### config.mk
export PLATFORM = sky130hd
export DESIGN_NAME = trigger_fault_regs
export DESIGN_NICKNAME = d
export VERILOG_FILES = /design/src/design/trig_fault_pkg.sv /design/src/design/trigger_fault_regs.sv
export VERILOG_INCLUDE_DIRS = /design/src /design/src/design
export SDC_FILE = /design/constraint.sdc
export NUM_CORES = 1
export LEC_CHECK = 0
export BUFFER_PORTS_ARGS = -buffer_cell sky130_fd_sc_hd__buf_2
export CORE_UTILIZATION = 40
export CTS_CLUSTER_DIAMETER = 200
export DETAILED_ROUTE_END_ITERATION = 8
export SYNTH_ARGS = -nofsm -noshare
export SYNTH_HDL_FRONTEND = slang
export SYNTH_SLANG_ARGS = --single-unit
### constraint.sdc
create_clock -name clk -period 13.8 [get_ports clk]
set_input_delay 1.38 -clock clk [delete_from_list [all_inputs] [get_ports clk]]
set_output_delay 1.38 -clock clk [all_outputs]
set_load 0.03 [all_outputs]
### src/design/trig_fault_consts.svh
// Offsets, field positions, reset values and timing counts of the trigger and fault block.
// Assumes inclusion by bare name from design files only.
`ifndef TRIG_FAULT_CONSTS_SVH
`define TRIG_FAULT_CONSTS_SVH

// ==========================================
// Register offsets
`define OFS_TRIGGER_CONTROL 5'h0a
`define OFS_MISC_PIN_CONFIG 5'h0b
`define OFS_FAULT_ACTION_SELECT 5'h10
`define OFS_ADC_CONFIG 5'h08
`define OFS_FIRST_LIMITS 5'h12
`define OFS_SECOND_LIMITS 5'h13
`define OFS_TEMP_LIMITS 5'h14
`define OFS_SELFTEST_SUM 5'h15
`define OFS_STATUS 5'h17
`define OFS_SOFT_RESET 5'h07

// ==========================================
// Field positions
`define BIT_SELFTEST_GO 3
`define BIT_FUSE_RELOAD_GO 1
`define BIT_CONV_GO 0
`define BIT_FUSE_ON_SOFT_RST 2
`define BIT_ALARM_LEVEL_SEL 1
`define BIT_INPUT_PIN_EN 0
`define BIT_SINGLE_RUN 0
`define SOFT_RESET_KEY 8'had

// ==========================================
// Reset values
`define RST_TRIGGER_CONTROL 16'h0000
`define RST_MISC_PIN_CONFIG 16'h0000
`define RST_FAULT_ACTION_SELECT 16'h8020
`define RST_LIMITS 16'hff00
`define RST_ADC_CONFIG 16'h0000
`define RST_SELFTEST_SUM 16'h0000

// ==========================================
// Timing counts
`define FUSE_LOAD_CYCLES 8'd16
`define CONV_SEQ_CYCLES 8'd32

`endif

### src/design/trig_fault_pkg.sv
// Types shared by the trigger and fault block and its bench.
// Assumes nothing beyond a SystemVerilog compiler.
package trig_fault_pkg;

	// ==========================================
	// Output action, ordered by severity
	typedef enum logic [1:0] {
		ACT_NONE = 2'h0,
		ACT_CLEAR = 2'h1,
		ACT_ALARM = 2'h2,
		ACT_HIZ = 2'h3
	} action_t;

	// ==========================================
	// Fault sources from the surrounding monitors
	typedef struct packed {
		logic selfCheck;
		logic link;
		logic reference;
		logic overheat;
		logic heatWarning;
	} fault_in_t;

	// One measured result with its strobe
	typedef struct packed {
		logic valid;
		logic [11:0] code;
	} result_t;

	// Output stage control
	typedef struct packed {
		logic forceClear;
		logic alarmOn;
		logic powerDown;
		logic alarmLevel;
	} out_ctl_t;

endpackage

### src/design/trigger_fault_regs.sv
// Trigger, pin configuration and fault action registers with their one-shot engines.
// Assumes a single clk domain register port; results and fault pulses are synchronous to clk.
//
// Added by the designer: the strobed register port.
`timescale 1ns/1ps
`include "trig_fault_consts.svh"

// What this block does
// - Self-test go bit starts register CRC, compares to expected sum, self-clears
// - Fuse reload go bit copies fuse array to latches, then self-clears
// - Continuous mode: conversion bit is a level run enable
// - Single-run mode: bit starts one sequence, cleared when sequence completes
// - Clearing conversion bit during single run aborts the sequence
// - Soft reset reloads fuses only when reload-on-soft-reset bit is set
// - Effective level drives output in alarm-voltage action; hardware reset shows the select-bit reset value (low)
// - Pin enable low: pin is polarity, channel samples ground; high: live channel
// - Action codes: none, clear state, alarm voltage, high-impedance power-down
// - Self-check action in bits 15-14, resets to alarm voltage
// - Die temperature action bits 13-12 applies outside temperature limits
// - Second input action bits 11-10 applies outside its limits
// - First input action bits 9-8 applies outside its limits
// - Link action bits 7-6 answers frame CRC error or watchdog timeout
// - Reference action bits 5-4 resets to alarm voltage
// - Overheat action bits 3-2 answers error above 130 C
// - Heat warning action bits 1-0 answers warning above 85 C
// - Single-run select zero is continuous (default), one is single-run
// - Limit fault after repeat count plus one consecutive out-of-limit results
// - High limit byte padded with four ones, compared greater-than to result
module trigger_fault_regs #(
	parameter int CRC_WORDS = 8,
	parameter int RUN_MAX = 8
) (
	// Clock and reset
	input wire logic clk,
	input wire logic sys_rst,
	// Register port
	input wire logic [4:0] regAddr,
	input wire logic [15:0] regWrData,
	input wire logic regWrite,
	input wire logic regRead,
	output logic [15:0] regRdData,
	// Pins and monitors
	input wire logic polarityPin,
	input wire trig_fault_pkg::result_t firstInput,
	input wire trig_fault_pkg::result_t secondInput,
	input wire trig_fault_pkg::result_t dieTemp,
	input wire trig_fault_pkg::fault_in_t faults,
	input wire logic convSeqDone,
	// Fuse array
	input wire logic [15:0] fuseWord,
	output logic [3:0] fuseAddr,
	output logic fuseLatchWe,
	// Converter and output stage
	output logic convRun,
	output logic convAbort,
	output logic secondChanLive,
	output trig_fault_pkg::out_ctl_t outCtl,
	output logic selftestFail
);

	initial begin
		if (CRC_WORDS < 1 || CRC_WORDS > 16 || RUN_MAX != 8) begin
			$error("trigger_fault_regs: unsupported parameters");
		end
	end

	// ==========================================
	// Synchronised polarity pin
	logic polMeta_r, polSync_r;
	always_ff @(posedge clk or posedge sys_rst) begin
		if (sys_rst) begin
			polMeta_r <= 1'b0;
			polSync_r <= 1'b0;
		end else begin
			polMeta_r <= polarityPin;
			polSync_r <= polMeta_r;
		end
	end

	// ==========================================
	// Registers
	logic [15:0] actSel_r, limFirst_r, limSecond_r, limTemp_r, expSum_r;
	logic fuseOnSoft_r, alarmSel_r, pinEn_r, singleRun_r;
	logic [2:0] repeatCnt_r;
	logic convGo_r, fuseGo_r, testGo_r, testFail_r;
	logic wrHit, softRst;
	logic [15:0] rdNxt;
	assign wrHit = regWrite;
	assign softRst = regWrite && regAddr == `OFS_SOFT_RESET && regWrData[7:0] == `SOFT_RESET_KEY;

	always_ff @(posedge clk or posedge sys_rst) begin
		if (sys_rst) begin
			actSel_r <= `RST_FAULT_ACTION_SELECT;
			fuseOnSoft_r <= 1'b0;
			alarmSel_r <= 1'b0;
			pinEn_r <= 1'b0;
			singleRun_r <= 1'b0;
			repeatCnt_r <= 3'h0;
			limFirst_r <= `RST_LIMITS;
			limSecond_r <= `RST_LIMITS;
			limTemp_r <= `RST_LIMITS;
			expSum_r <= `RST_SELFTEST_SUM;
		end else if (wrHit) begin
			if (regAddr == `OFS_FAULT_ACTION_SELECT) begin
				actSel_r <= regWrData;
			end else if (regAddr == `OFS_MISC_PIN_CONFIG) begin
				fuseOnSoft_r <= regWrData[`BIT_FUSE_ON_SOFT_RST];
				alarmSel_r <= regWrData[`BIT_ALARM_LEVEL_SEL];
				pinEn_r <= regWrData[`BIT_INPUT_PIN_EN];
			end else if (regAddr == `OFS_ADC_CONFIG) begin
				singleRun_r <= regWrData[`BIT_SINGLE_RUN];
				repeatCnt_r <= regWrData[7:5];
			end else if (regAddr == `OFS_FIRST_LIMITS) begin
				limFirst_r <= regWrData;
			end else if (regAddr == `OFS_SECOND_LIMITS) begin
				limSecond_r <= regWrData;
			end else if (regAddr == `OFS_TEMP_LIMITS) begin
				limTemp_r <= regWrData;
			end else if (regAddr == `OFS_SELFTEST_SUM) begin
				expSum_r <= regWrData;
			end
		end
	end

	// ==========================================
	// Conversion trigger
	logic trigWr;
	assign trigWr = regWrite && regAddr == `OFS_TRIGGER_CONTROL;
	always_ff @(posedge clk or posedge sys_rst) begin
		if (sys_rst) begin
			convGo_r <= 1'b0;
			convAbort <= 1'b0;
		end else begin
			convAbort <= 1'b0;
			if (trigWr) begin
				convGo_r <= regWrData[`BIT_CONV_GO];
				if (!regWrData[`BIT_CONV_GO] && convGo_r && singleRun_r) begin
					convAbort <= 1'b1;
				end
			end else if (singleRun_r && convSeqDone && convGo_r) begin
				convGo_r <= 1'b0;
			end
		end
	end
	always_ff @(posedge clk or posedge sys_rst) begin
		if (sys_rst) begin
			convRun <= 1'b0;
		end else begin
			convRun <= trigWr ? regWrData[`BIT_CONV_GO] : (convGo_r && !(singleRun_r && convSeqDone));
		end
	end

	// ==========================================
	// Fuse reload engine
	logic [3:0] fuseIdx_r;
	always_ff @(posedge clk or posedge sys_rst) begin
		if (sys_rst) begin
			fuseGo_r <= 1'b0;
			fuseIdx_r <= 4'h0;
			fuseLatchWe <= 1'b0;
		end else if (fuseGo_r) begin
			fuseLatchWe <= 1'b1;
			fuseIdx_r <= fuseIdx_r + 4'h1;
			if (fuseIdx_r == 4'hf) begin
				fuseGo_r <= 1'b0;
			end
		end else begin
			fuseLatchWe <= 1'b0;
			fuseIdx_r <= 4'h0;
			// Software retries here after a fuse CRC error
			if (trigWr && regWrData[`BIT_FUSE_RELOAD_GO]) begin
				fuseGo_r <= 1'b1;
			end else if (softRst && fuseOnSoft_r) begin
				fuseGo_r <= 1'b1;
			end
		end
	end
	always_ff @(posedge clk or posedge sys_rst) begin
		if (sys_rst) begin
			fuseAddr <= 4'h0;
		end else begin
			fuseAddr <= fuseIdx_r;
		end
	end

	// ==========================================
	// Register self-test: CRC-16 over configuration words
	function automatic logic [15:0] crcStep(input logic [15:0] c, input logic [15:0] d);
		logic [15:0] r;
		r = c;
		for (int i = 15; i >= 0; i--) begin
			r = {r[14:0], 1'b0} ^ ((r[15] ^ d[i]) ? 16'h1021 : 16'h0000);
		end
		return r;
	endfunction

	logic [15:0] cfgWord;
	logic [15:0] crc_r;
	logic [3:0] testIdx_r;
	always_comb begin
		case (testIdx_r)
			4'h0: cfgWord = actSel_r;
			4'h1: cfgWord = {13'h0000, fuseOnSoft_r, alarmSel_r, pinEn_r};
			4'h2: cfgWord = {8'h00, repeatCnt_r, 4'h0, singleRun_r};
			4'h3: cfgWord = limFirst_r;
			4'h4: cfgWord = limSecond_r;
			4'h5: cfgWord = limTemp_r;
			default: cfgWord = 16'h0000;
		endcase
	end
	always_ff @(posedge clk or posedge sys_rst) begin
		if (sys_rst) begin
			testGo_r <= 1'b0;
			testIdx_r <= 4'h0;
			crc_r <= 16'hffff;
			testFail_r <= 1'b0;
		end else if (testGo_r) begin
			crc_r <= crcStep(crc_r, cfgWord);
			testIdx_r <= testIdx_r + 4'h1;
			if (testIdx_r == 4'(CRC_WORDS - 1)) begin
				testGo_r <= 1'b0;
				testFail_r <= crcStep(crc_r, cfgWord) != expSum_r;
			end
		end else if (trigWr && regWrData[`BIT_SELFTEST_GO]) begin
			testGo_r <= 1'b1;
			testIdx_r <= 4'h0;
			crc_r <= 16'hffff;
		end
	end
	assign selftestFail = testFail_r;

	// ==========================================
	// Limit checks with consecutive-run counting
	function automatic logic outOfLimits(input logic [15:0] lim, input logic [11:0] code);
		return (code > {lim[15:8], 4'hf}) || (code < {lim[7:0], 4'h0});
	endfunction

	logic [2:0] runCnt_r [3];
	logic [2:0] limFault_r;
	logic [15:0] limSet [3];
	trig_fault_pkg::result_t resSet [3];
	assign limSet[0] = limFirst_r;
	assign limSet[1] = limSecond_r;
	assign limSet[2] = limTemp_r;
	assign resSet[0] = firstInput;
	assign resSet[1] = pinEn_r ? secondInput : '0;
	assign resSet[2] = dieTemp;

	always_ff @(posedge clk or posedge sys_rst) begin
		if (sys_rst) begin
			for (int k = 0; k < 3; k++) begin
				runCnt_r[k] <= 3'h0;
				limFault_r[k] <= 1'b0;
			end
		end else begin
			for (int k = 0; k < 3; k++) begin
				if (resSet[k].valid) begin
					if (!outOfLimits(limSet[k], resSet[k].code)) begin
						runCnt_r[k] <= 3'h0;
						limFault_r[k] <= 1'b0;
					end else if (runCnt_r[k] >= repeatCnt_r) begin
						limFault_r[k] <= 1'b1;
					end else begin
						runCnt_r[k] <= runCnt_r[k] + 3'h1;
					end
				end
			end
		end
	end

	// ==========================================
	// Action resolution
	function automatic logic [1:0] gateAct(input logic on, input logic [1:0] a);
		return on ? a : 2'h0;
	endfunction

	logic [1:0] worst;
	logic levelEff;
	always_comb begin
		worst = 2'h0;
		worst = gateAct(faults.selfCheck || testFail_r, actSel_r[15:14]);
		worst = (gateAct(limFault_r[2], actSel_r[13:12]) > worst) ? actSel_r[13:12] : worst;
		worst = (gateAct(limFault_r[1], actSel_r[11:10]) > worst) ? actSel_r[11:10] : worst;
		worst = (gateAct(limFault_r[0], actSel_r[9:8]) > worst) ? actSel_r[9:8] : worst;
		worst = (gateAct(faults.link, actSel_r[7:6]) > worst) ? actSel_r[7:6] : worst;
		worst = (gateAct(faults.reference, actSel_r[5:4]) > worst) ? actSel_r[5:4] : worst;
		worst = (gateAct(faults.overheat, actSel_r[3:2]) > worst) ? actSel_r[3:2] : worst;
		worst = (gateAct(faults.heatWarning, actSel_r[1:0]) > worst) ? actSel_r[1:0] : worst;
	end
	assign levelEff = alarmSel_r | (polSync_r & ~pinEn_r);

	always_ff @(posedge clk or posedge sys_rst) begin
		if (sys_rst) begin
			// Level shown during reset is the select-bit reset value
			outCtl <= '{forceClear: 1'b0, alarmOn: 1'b1, powerDown: 1'b0, alarmLevel: 1'b0};
			secondChanLive <= 1'b0;
		end else begin
			outCtl.forceClear <= worst == trig_fault_pkg::ACT_CLEAR;
			outCtl.alarmOn <= worst == trig_fault_pkg::ACT_ALARM;
			outCtl.powerDown <= worst == trig_fault_pkg::ACT_HIZ;
			outCtl.alarmLevel <= levelEff;
			secondChanLive <= pinEn_r;
		end
	end

	// ==========================================
	// Read port, one cycle latency
	always_comb begin
		rdNxt = 16'h0000;
		if (regAddr == `OFS_TRIGGER_CONTROL) begin
			rdNxt = {12'h000, testGo_r, 1'b0, fuseGo_r, convGo_r};
		end else if (regAddr == `OFS_MISC_PIN_CONFIG) begin
			rdNxt = {13'h0000, fuseOnSoft_r, alarmSel_r, pinEn_r};
		end else if (regAddr == `OFS_FAULT_ACTION_SELECT) begin
			rdNxt = actSel_r;
		end else if (regAddr == `OFS_ADC_CONFIG) begin
			rdNxt = {8'h00, repeatCnt_r, 4'h0, singleRun_r};
		end else if (regAddr == `OFS_FIRST_LIMITS) begin
			rdNxt = limFirst_r;
		end else if (regAddr == `OFS_SECOND_LIMITS) begin
			rdNxt = limSecond_r;
		end else if (regAddr == `OFS_TEMP_LIMITS) begin
			rdNxt = limTemp_r;
		end else if (regAddr == `OFS_SELFTEST_SUM) begin
			rdNxt = expSum_r;
		end else if (regAddr == `OFS_STATUS) begin
			rdNxt = {10'h000, levelEff, limFault_r, testFail_r, convRun};
		end
	end
	always_ff @(posedge clk or posedge sys_rst) begin
		if (sys_rst) begin
			regRdData <= 16'h0000;
		end else if (regRead) begin
			regRdData <= rdNxt;
		end
	end

endmodule

# Yosys cells after proc, flatten, opt, wreduce, memory -nomap -nowiden
# Cells that the tools add are included.
[word_totals] wordCells=231 regBits=157
[classes] add_sub_neg=5 magnitude_cmp=16 muxes=72 bitwise_logic=41 n_eq_ne=28 reduce_logical=34
[ops] cell="XOR 16 x 13 -> 16 bit" count=16
[ops] cell="2-to-1 mux 13 bit" count=17
[ops] cell="2-to-1 mux 16 bit" count=10
[ops] cell="case mux 16 bit (6 select lines)" count=1
[ops] cell="> comparator 12 bit" count=3
[ops] cell="less-than comparator 12 bit" count=3
[ops] cell="== test 5 bit (second input constant)" count=6
[ops] cell="2-to-1 mux 2 bit" count=15
[ops] cell="2-to-1 mux 1 bit" count=19
[ops] cell="2-to-1 mux 3 bit" count=6
[ops] cell="!= test 16 bit" count=1
[ops] cell="AND reduction 2 bit" count=8
[ops] cell="XOR 1 bit" count=16
[ops] cell="== test 5 x 4 -> 1 bit (second input constant)" count=3
[ops] cell="> comparator 2 bit" count=7
[ops] cell="== test 4 x 3 -> 1 bit (second input constant)" count=3
[ops] cell="2-to-1 mux 4 bit" count=3
[ops] cell="logical AND 1 bit" count=11
[ops] cell="adder 3 x 1 -> 3 bit (second input constant)" count=3
[ops] cell="greater-or-equal comparator 3 bit" count=3
[ops] cell="adder 4 x 1 -> 4 bit (second input constant)" count=2
[ops] cell="== test 4 x 2 -> 1 bit (second input constant)" count=2
[ops] cell="== test 8 bit (second input constant)" count=1
[ops] cell="AND reduction 8 bit" count=1
[ops] cell="other kinds (20)" count=36

# Longest topological paths before layout
[depth] depth_word=51 mapped_depth=33 ltp_nobuf=33

# Worst setup path before layout
# No wires, ideal clock.
[synth_path] kind="input to register" from="in faults[4] in the netlist's numbering" to="reg outCtl[2] in the netlist's numbering" setup_slack_ps=5605 n_path_buf=0 path_stages=33 arrival_time_ps=8117 setup_time_ps=77 path_cell_list="o21a_1 -> ha_1 -> or2_0 -> maj3_2 -> mux2_2 -> ha_1 -> nor2_1 -> maj3_1 -> mux2_2 -> ha_1 -> nor2_1 -> a32oi_1 -> nor2_1 -> mux2_2 -> ha_1 -> o21ai_0 -> a31oi_1 -> mux2_4 -> ha_1 -> o21ai_0 -> a31oi_1 -> mux2_4 -> ha_1 -> nor2_1 -> o21ai_0 -> nand2b_1 -> inv_1 -> ha_1 -> nor2b_1 -> o21ai_0 -> mux2i_1 -> inv_1 -> and2_1"
[synth_via] elab_chain_cells=17
[synth_rtl] item="start: declaration" line="trigger_fault_regs.sv:47" text="input wire trig_fault_pkg::fault_in_t faults,"
[synth_rtl] item="logical OR 1 bit *" line="trigger_fault_regs.sv:281" text="worst = gateAct(faults.selfCheck || testFail_r, actSel_r[15:14]);"
[synth_rtl] item="2-to-1 mux 2 bit *" line="trigger_fault_regs.sv:274" text="return on ? a : 2'h0;"
[synth_rtl] item="> comparator 2 bit" line="trigger_fault_regs.sv:282" text="worst = (gateAct(limFault_r[2], actSel_r[13:12]) > worst) ? actSel_r[13:12] : worst;"
[synth_rtl] item="2-to-1 mux 2 bit *" line="trigger_fault_regs.sv:282"
[synth_rtl] item="> comparator 2 bit" line="trigger_fault_regs.sv:283" text="worst = (gateAct(limFault_r[1], actSel_r[11:10]) > worst) ? actSel_r[11:10] : worst;"
[synth_rtl] item="2-to-1 mux 2 bit *" line="trigger_fault_regs.sv:283"
[synth_rtl] item="> comparator 2 bit" line="trigger_fault_regs.sv:284" text="worst = (gateAct(limFault_r[0], actSel_r[9:8]) > worst) ? actSel_r[9:8] : worst;"
[synth_rtl] item="2-to-1 mux 2 bit *" line="trigger_fault_regs.sv:284"
[synth_rtl] item="> comparator 2 bit" line="trigger_fault_regs.sv:285" text="worst = (gateAct(faults.link, actSel_r[7:6]) > worst) ? actSel_r[7:6] : worst;"
[synth_rtl] item="2-to-1 mux 2 bit *" line="trigger_fault_regs.sv:285"
[synth_rtl] item="> comparator 2 bit" line="trigger_fault_regs.sv:286" text="worst = (gateAct(faults.reference, actSel_r[5:4]) > worst) ? actSel_r[5:4] : worst;"
[synth_rtl] item="2-to-1 mux 2 bit *" line="trigger_fault_regs.sv:286"
[synth_rtl] item="> comparator 2 bit" line="trigger_fault_regs.sv:287" text="worst = (gateAct(faults.overheat, actSel_r[3:2]) > worst) ? actSel_r[3:2] : worst;"
[synth_rtl] item="2-to-1 mux 2 bit *" line="trigger_fault_regs.sv:287"
[synth_rtl] item="> comparator 2 bit" line="trigger_fault_regs.sv:288" text="worst = (gateAct(faults.heatWarning, actSel_r[1:0]) > worst) ? actSel_r[1:0] : worst;"
[synth_rtl] item="2-to-1 mux 2 bit *" line="trigger_fault_regs.sv:288"
[synth_rtl] item="== test 2 bit *" line="trigger_fault_regs.sv:299" text="outCtl.alarmOn <= worst == trig_fault_pkg::ACT_ALARM;"
[synth_rtl] item="end signal: assignment" line="trigger_fault_regs.sv:295" text="outCtl <= '{forceClear: 1'b0, alarmOn: 1'b1, powerDown: 1'b0, alarmLevel: 1'b0};"
[synth_rtl] item="end: declaration" line="trigger_fault_regs.sv:57" text="output trig_fault_pkg::out_ctl_t outCtl,"
# Every way passes the cells marked *; elsewhere a longest branch is shown, timed or not.
# A chain may end at the register's enable or synchronous reset.

# Worst setup path after layout
# Same ends and word-level chain as after synthesis.

==> impl_metrics.py <==
metrics = {
    "yosys": {
        "syn_nets": 1128,
        "synth_enable_flop_cells": 0,
        "synthTopCellsByArea": "dfrtp_1, dfstp_2, mux2_2",
        "yosys.area.top_type_share_pct": 29.0,
        "synth.largest_area_cell": "dfrtp_1",
        "netlist_area_um2": 9840,
        "ys_ff_latch": 157,
        "syn-mean-instance-area_um2": 10.1,
        "async_flop_share_pct": 100,
        "synth_sequential_area_ratio_pct": 40.5,
        "yosys.cell_types.count": 69,
        "synth_flop_cell": "dfrtp_1",
        "ys.warnings.count": 0,
        "syn-instance-count": 971,
    },
    "route": {
        "route.detailed.wl_per_inst_um": 20.9,
        "vias": 7768,
        "drtIter0Drc": 692,
        "drt_first_pass_iters": 5,
        "drt-total-wl_mm": 29.2,
        "detail_route.vias_per_cell": 5.58,
        "drt.antenna.violating_nets": 0,
        "drcViolationCount": 0,
    },
    "clock_network": {
        "max-clock-path-buffers": 2,
        "post-cts-setup-buffer-count": 0,
        "cts.sinks": 157,
        "htree_levels": 4,
        "number_of_clock_buffers_inserted_by_tritoncts": 17,
        "hold_bufs_inserted_after_cts": 0,
        "tritoncts": "yes",
        "clock_pin_slew_on_the_worst_setup_and_hold_paths_ps": 70,
        "post_cts_resize_count": 0,
        "insertion_delay_ps": 440,
        "root_buffer_selected_by_cts": "clkbuf_16",
    },
    "global_routing": {
        "first_global_vias": 7544,
        "maximum_number_of_pins_on_one_net_before_global_route_repair": 87,
        "grt_remaining_overflow": 0,
        "antenna_found_initial": 2,
        "grt_pass1_wl_mm": 45.2,
        "grt_use_total_pct": 23.8,
    },
    "critical_path": {
        "endpoint_kind": "register",
        "worst-path-max-fanout": 3,
        "critical_path.max_stage_delay_ps": 360,
        "critical_path.startpoint": "faults[4]",
        "critPathKind": "in -> reg",
        "cp_slowest_cell": "mux2_2",
        "reg_to_reg_startpoint": "selftestFail",
        "crit_path_frequent_cell": "ha_1",
        "worst_ep_arrival_time_ps": 8730,
        "crit_required_ps": 14170,
        "critical_path_start_type": "input pin",
    },
    "floorplanning": {
        "fp-row-count": 57,
        "dieArea_um2": 25200,
        "die_height_um": 159,
        "start_util_pct": 40.6,
        "floorplan.core_area_um2": 24200,
        "floorplan.io_pins": 116,
        "chipWidth_um": 159,
    },
    "sta": {
        "timing.final.hold_violations": 0,
        "timing.final.setup_violations": 0,
        "finalHoldWorstSlack_ps": 367,
        "final_min_period_over_clock_period_pct": 60.6,
        "worst-slew-pin-transition_ps": 1040,
        "fmax_ghz": 0.120,
        "rsz_0062_raised_after_global_routing": "no",
        "finalClockSkew_ps": 10.3,
        "totalNegativeSetupSlack_ps": 0,
        "worst_slack_ps": 5440,
        "timing_max_transition_violations_final": 0,
        "slew_headroom_pct": 30.8,
        "final_period_minus_worst_setup_slack_ps": 8360,
    },
    "pwr": {
        "totalPowerFinal_w": 0.00291,
        "power.ir.vdd_worst_mv": 0.175,
        "leakage_nw": 5.22,
        "cellPowerDensity_nw_per_um2": 259,
    },
    "cells_and_area": {
        "flow.area_growth_from_synthesis_pct": 14.0,
        "num-fill-cells": 2331,
        "finalNonFillerCells": 1393,
        "layout-drive-gt1-share_pct": 26.8,
        "num-nets-final": 1212,
    },
    "placed_design": {
        "place.detailed.hpwl_mm": 21.9,
        "dp_slack_ps": 5020,
        "globalplace.congestion": 0.941,
        "place.detailed.instances": 1360,
        "port_buffers": 99,
    },
    "worst_hold_path": {
        "hold_path.class": "reg -> reg",
        "critical_hold_path_startpoint": "polMeta_r",
    },
    "run_status": {
        "outcome": "finished clean",
    },
    "run": {
        "max_cap_violations": 0,
    },
}
==> path summary, 6_finish.rpt <==
check | to | cells past startpoint | slack (ps)
worst max-delay path | outCtl[2] | 34 | 5440
worst min-delay path | polSync_r | 0 | 370
worst max register to register | outCtl[2] | 33 | 6020
worst min register to register | polSync_r | 0 | 370
max in group asynchronous | expSum_r[14] | 3 | 11300
min in group asynchronous | fuseIdx_r[0] | 2 | 1080
==> synthesized netlist by cell type, drive strengths merged (6+ instances only) <==
cell,number
dfrtp,114
nor2,87
mux2,81
ha,70
a21oi,68
inv,65
nand2,58
xnor2,45
dfstp,43
o21ai,41
a21o,39
clkbuf,29
a22oi,24
and2,23
mux2i,21
a221oi,18
xor2,17
nand4,13
nor3,12
a31oi,10
buf,10
o22ai,10
nand2b,8
nand3,8
a211oi,6
==> per-layer routing <==
layer  GRT usage, %  up-vias  part of all wire, %
li1               -     3636                    -
met1           32.5     3794                   44
met2           37.7      293                   47
met3           3.84       45                  6.3
met4           9.53        0                  2.8
met5              0        -                    0
==> state kept, by name, indices dropped and copies added, names as in the netlist, 3 cells and up <==
| name | flops |
|---|---|
| actSel_r | 16 |
| crc_r | 16 |
| expSum_r | 16 |
| fuseAddr | 4 |
| fuseIdx_r | 4 |
| limFault_r | 3 |
| limFirst_r | 16 |
| limSecond_r | 16 |
| limTemp_r | 16 |
| outCtl | 4 |
| regRdData | 16 |
| repeatCnt_r | 3 |
| runCnt_r | 9 |
| testIdx_r | 4 |
==> kinds of logic (layout without fill, tap and decap cells) <==
family,Yosys count,in the layout,share of synthesized area [%]
XOR/XNOR,65,65,7.60
buffers and inverters,106,203,4.22
AO/OA/AOI/OAI,244,244,16.5
AND/OR/NAND/NOR,225,225,10.5
flip-flops,157,157,40.5
adder cells (fa/ha/maj),72,72,9.12
multiplexers,102,102,11.6
other,0,1,0
==> worst max-delay path, delay by kind of cell <==
kind | cells | cell delay, ps
fa+ha+maj | 9 | 2720
buf+inv | 3 | 250
compound gates | 8 | 1360
mux | 6 | 1900
simple gates | 8 | 1110
==> power by group <==
| part | internal, W | switching, W | leakage, nW |
|---|---|---|---|
| logic | 0.000769 | 0.000901 | 3.04 |
| registers | 0.000606 | 0.000148 | 1.89 |
| clock network | 0.000259 | 0.000223 | 0.291 |
==> per-stage QoR <==
stage	utilization, %	area, um2
3_3_place_gp	43.8	10600
6_report	46.3	11200
2_1_floorplan	-	9840
3_5_place_dp	43.8	10600
4_1_cts	46.3	11200
5_1_grt	46.3	11200
==> final cells by class <==
cell class	instances	area (um2)	area share (%)
well taps	324	405	3.61
clock buffers	17	425	3.79
flip-flops and latches	157	3980	35.5
diodes	1	2.50	0.0223
multi-input cells	708	5440	48.5
inverters	67	256	2.29
clock inverters	15	170	1.52
repair buffers	104	533	4.75
==> placed cells by master (no fill, tap or decap), types with 10 or more instances in the layout <==
cell type	n
a21o_1	39
a21oi_1	68
a221oi_1	16
a22oi_1	24
a31oi_1	10
and2_1	21
buf_2	99
clkbuf_16	17
dfrtp_1	114
dfstp_2	43
ha_1	70
inv_1	64
mux2_2	78
mux2i_1	20
nand2_1	58
nand4_1	13
nor2_1	85
nor3_1	12
o21ai_0	41
xnor2_1	35
xor2_1	15
Power figures use the tool's default switching activity.
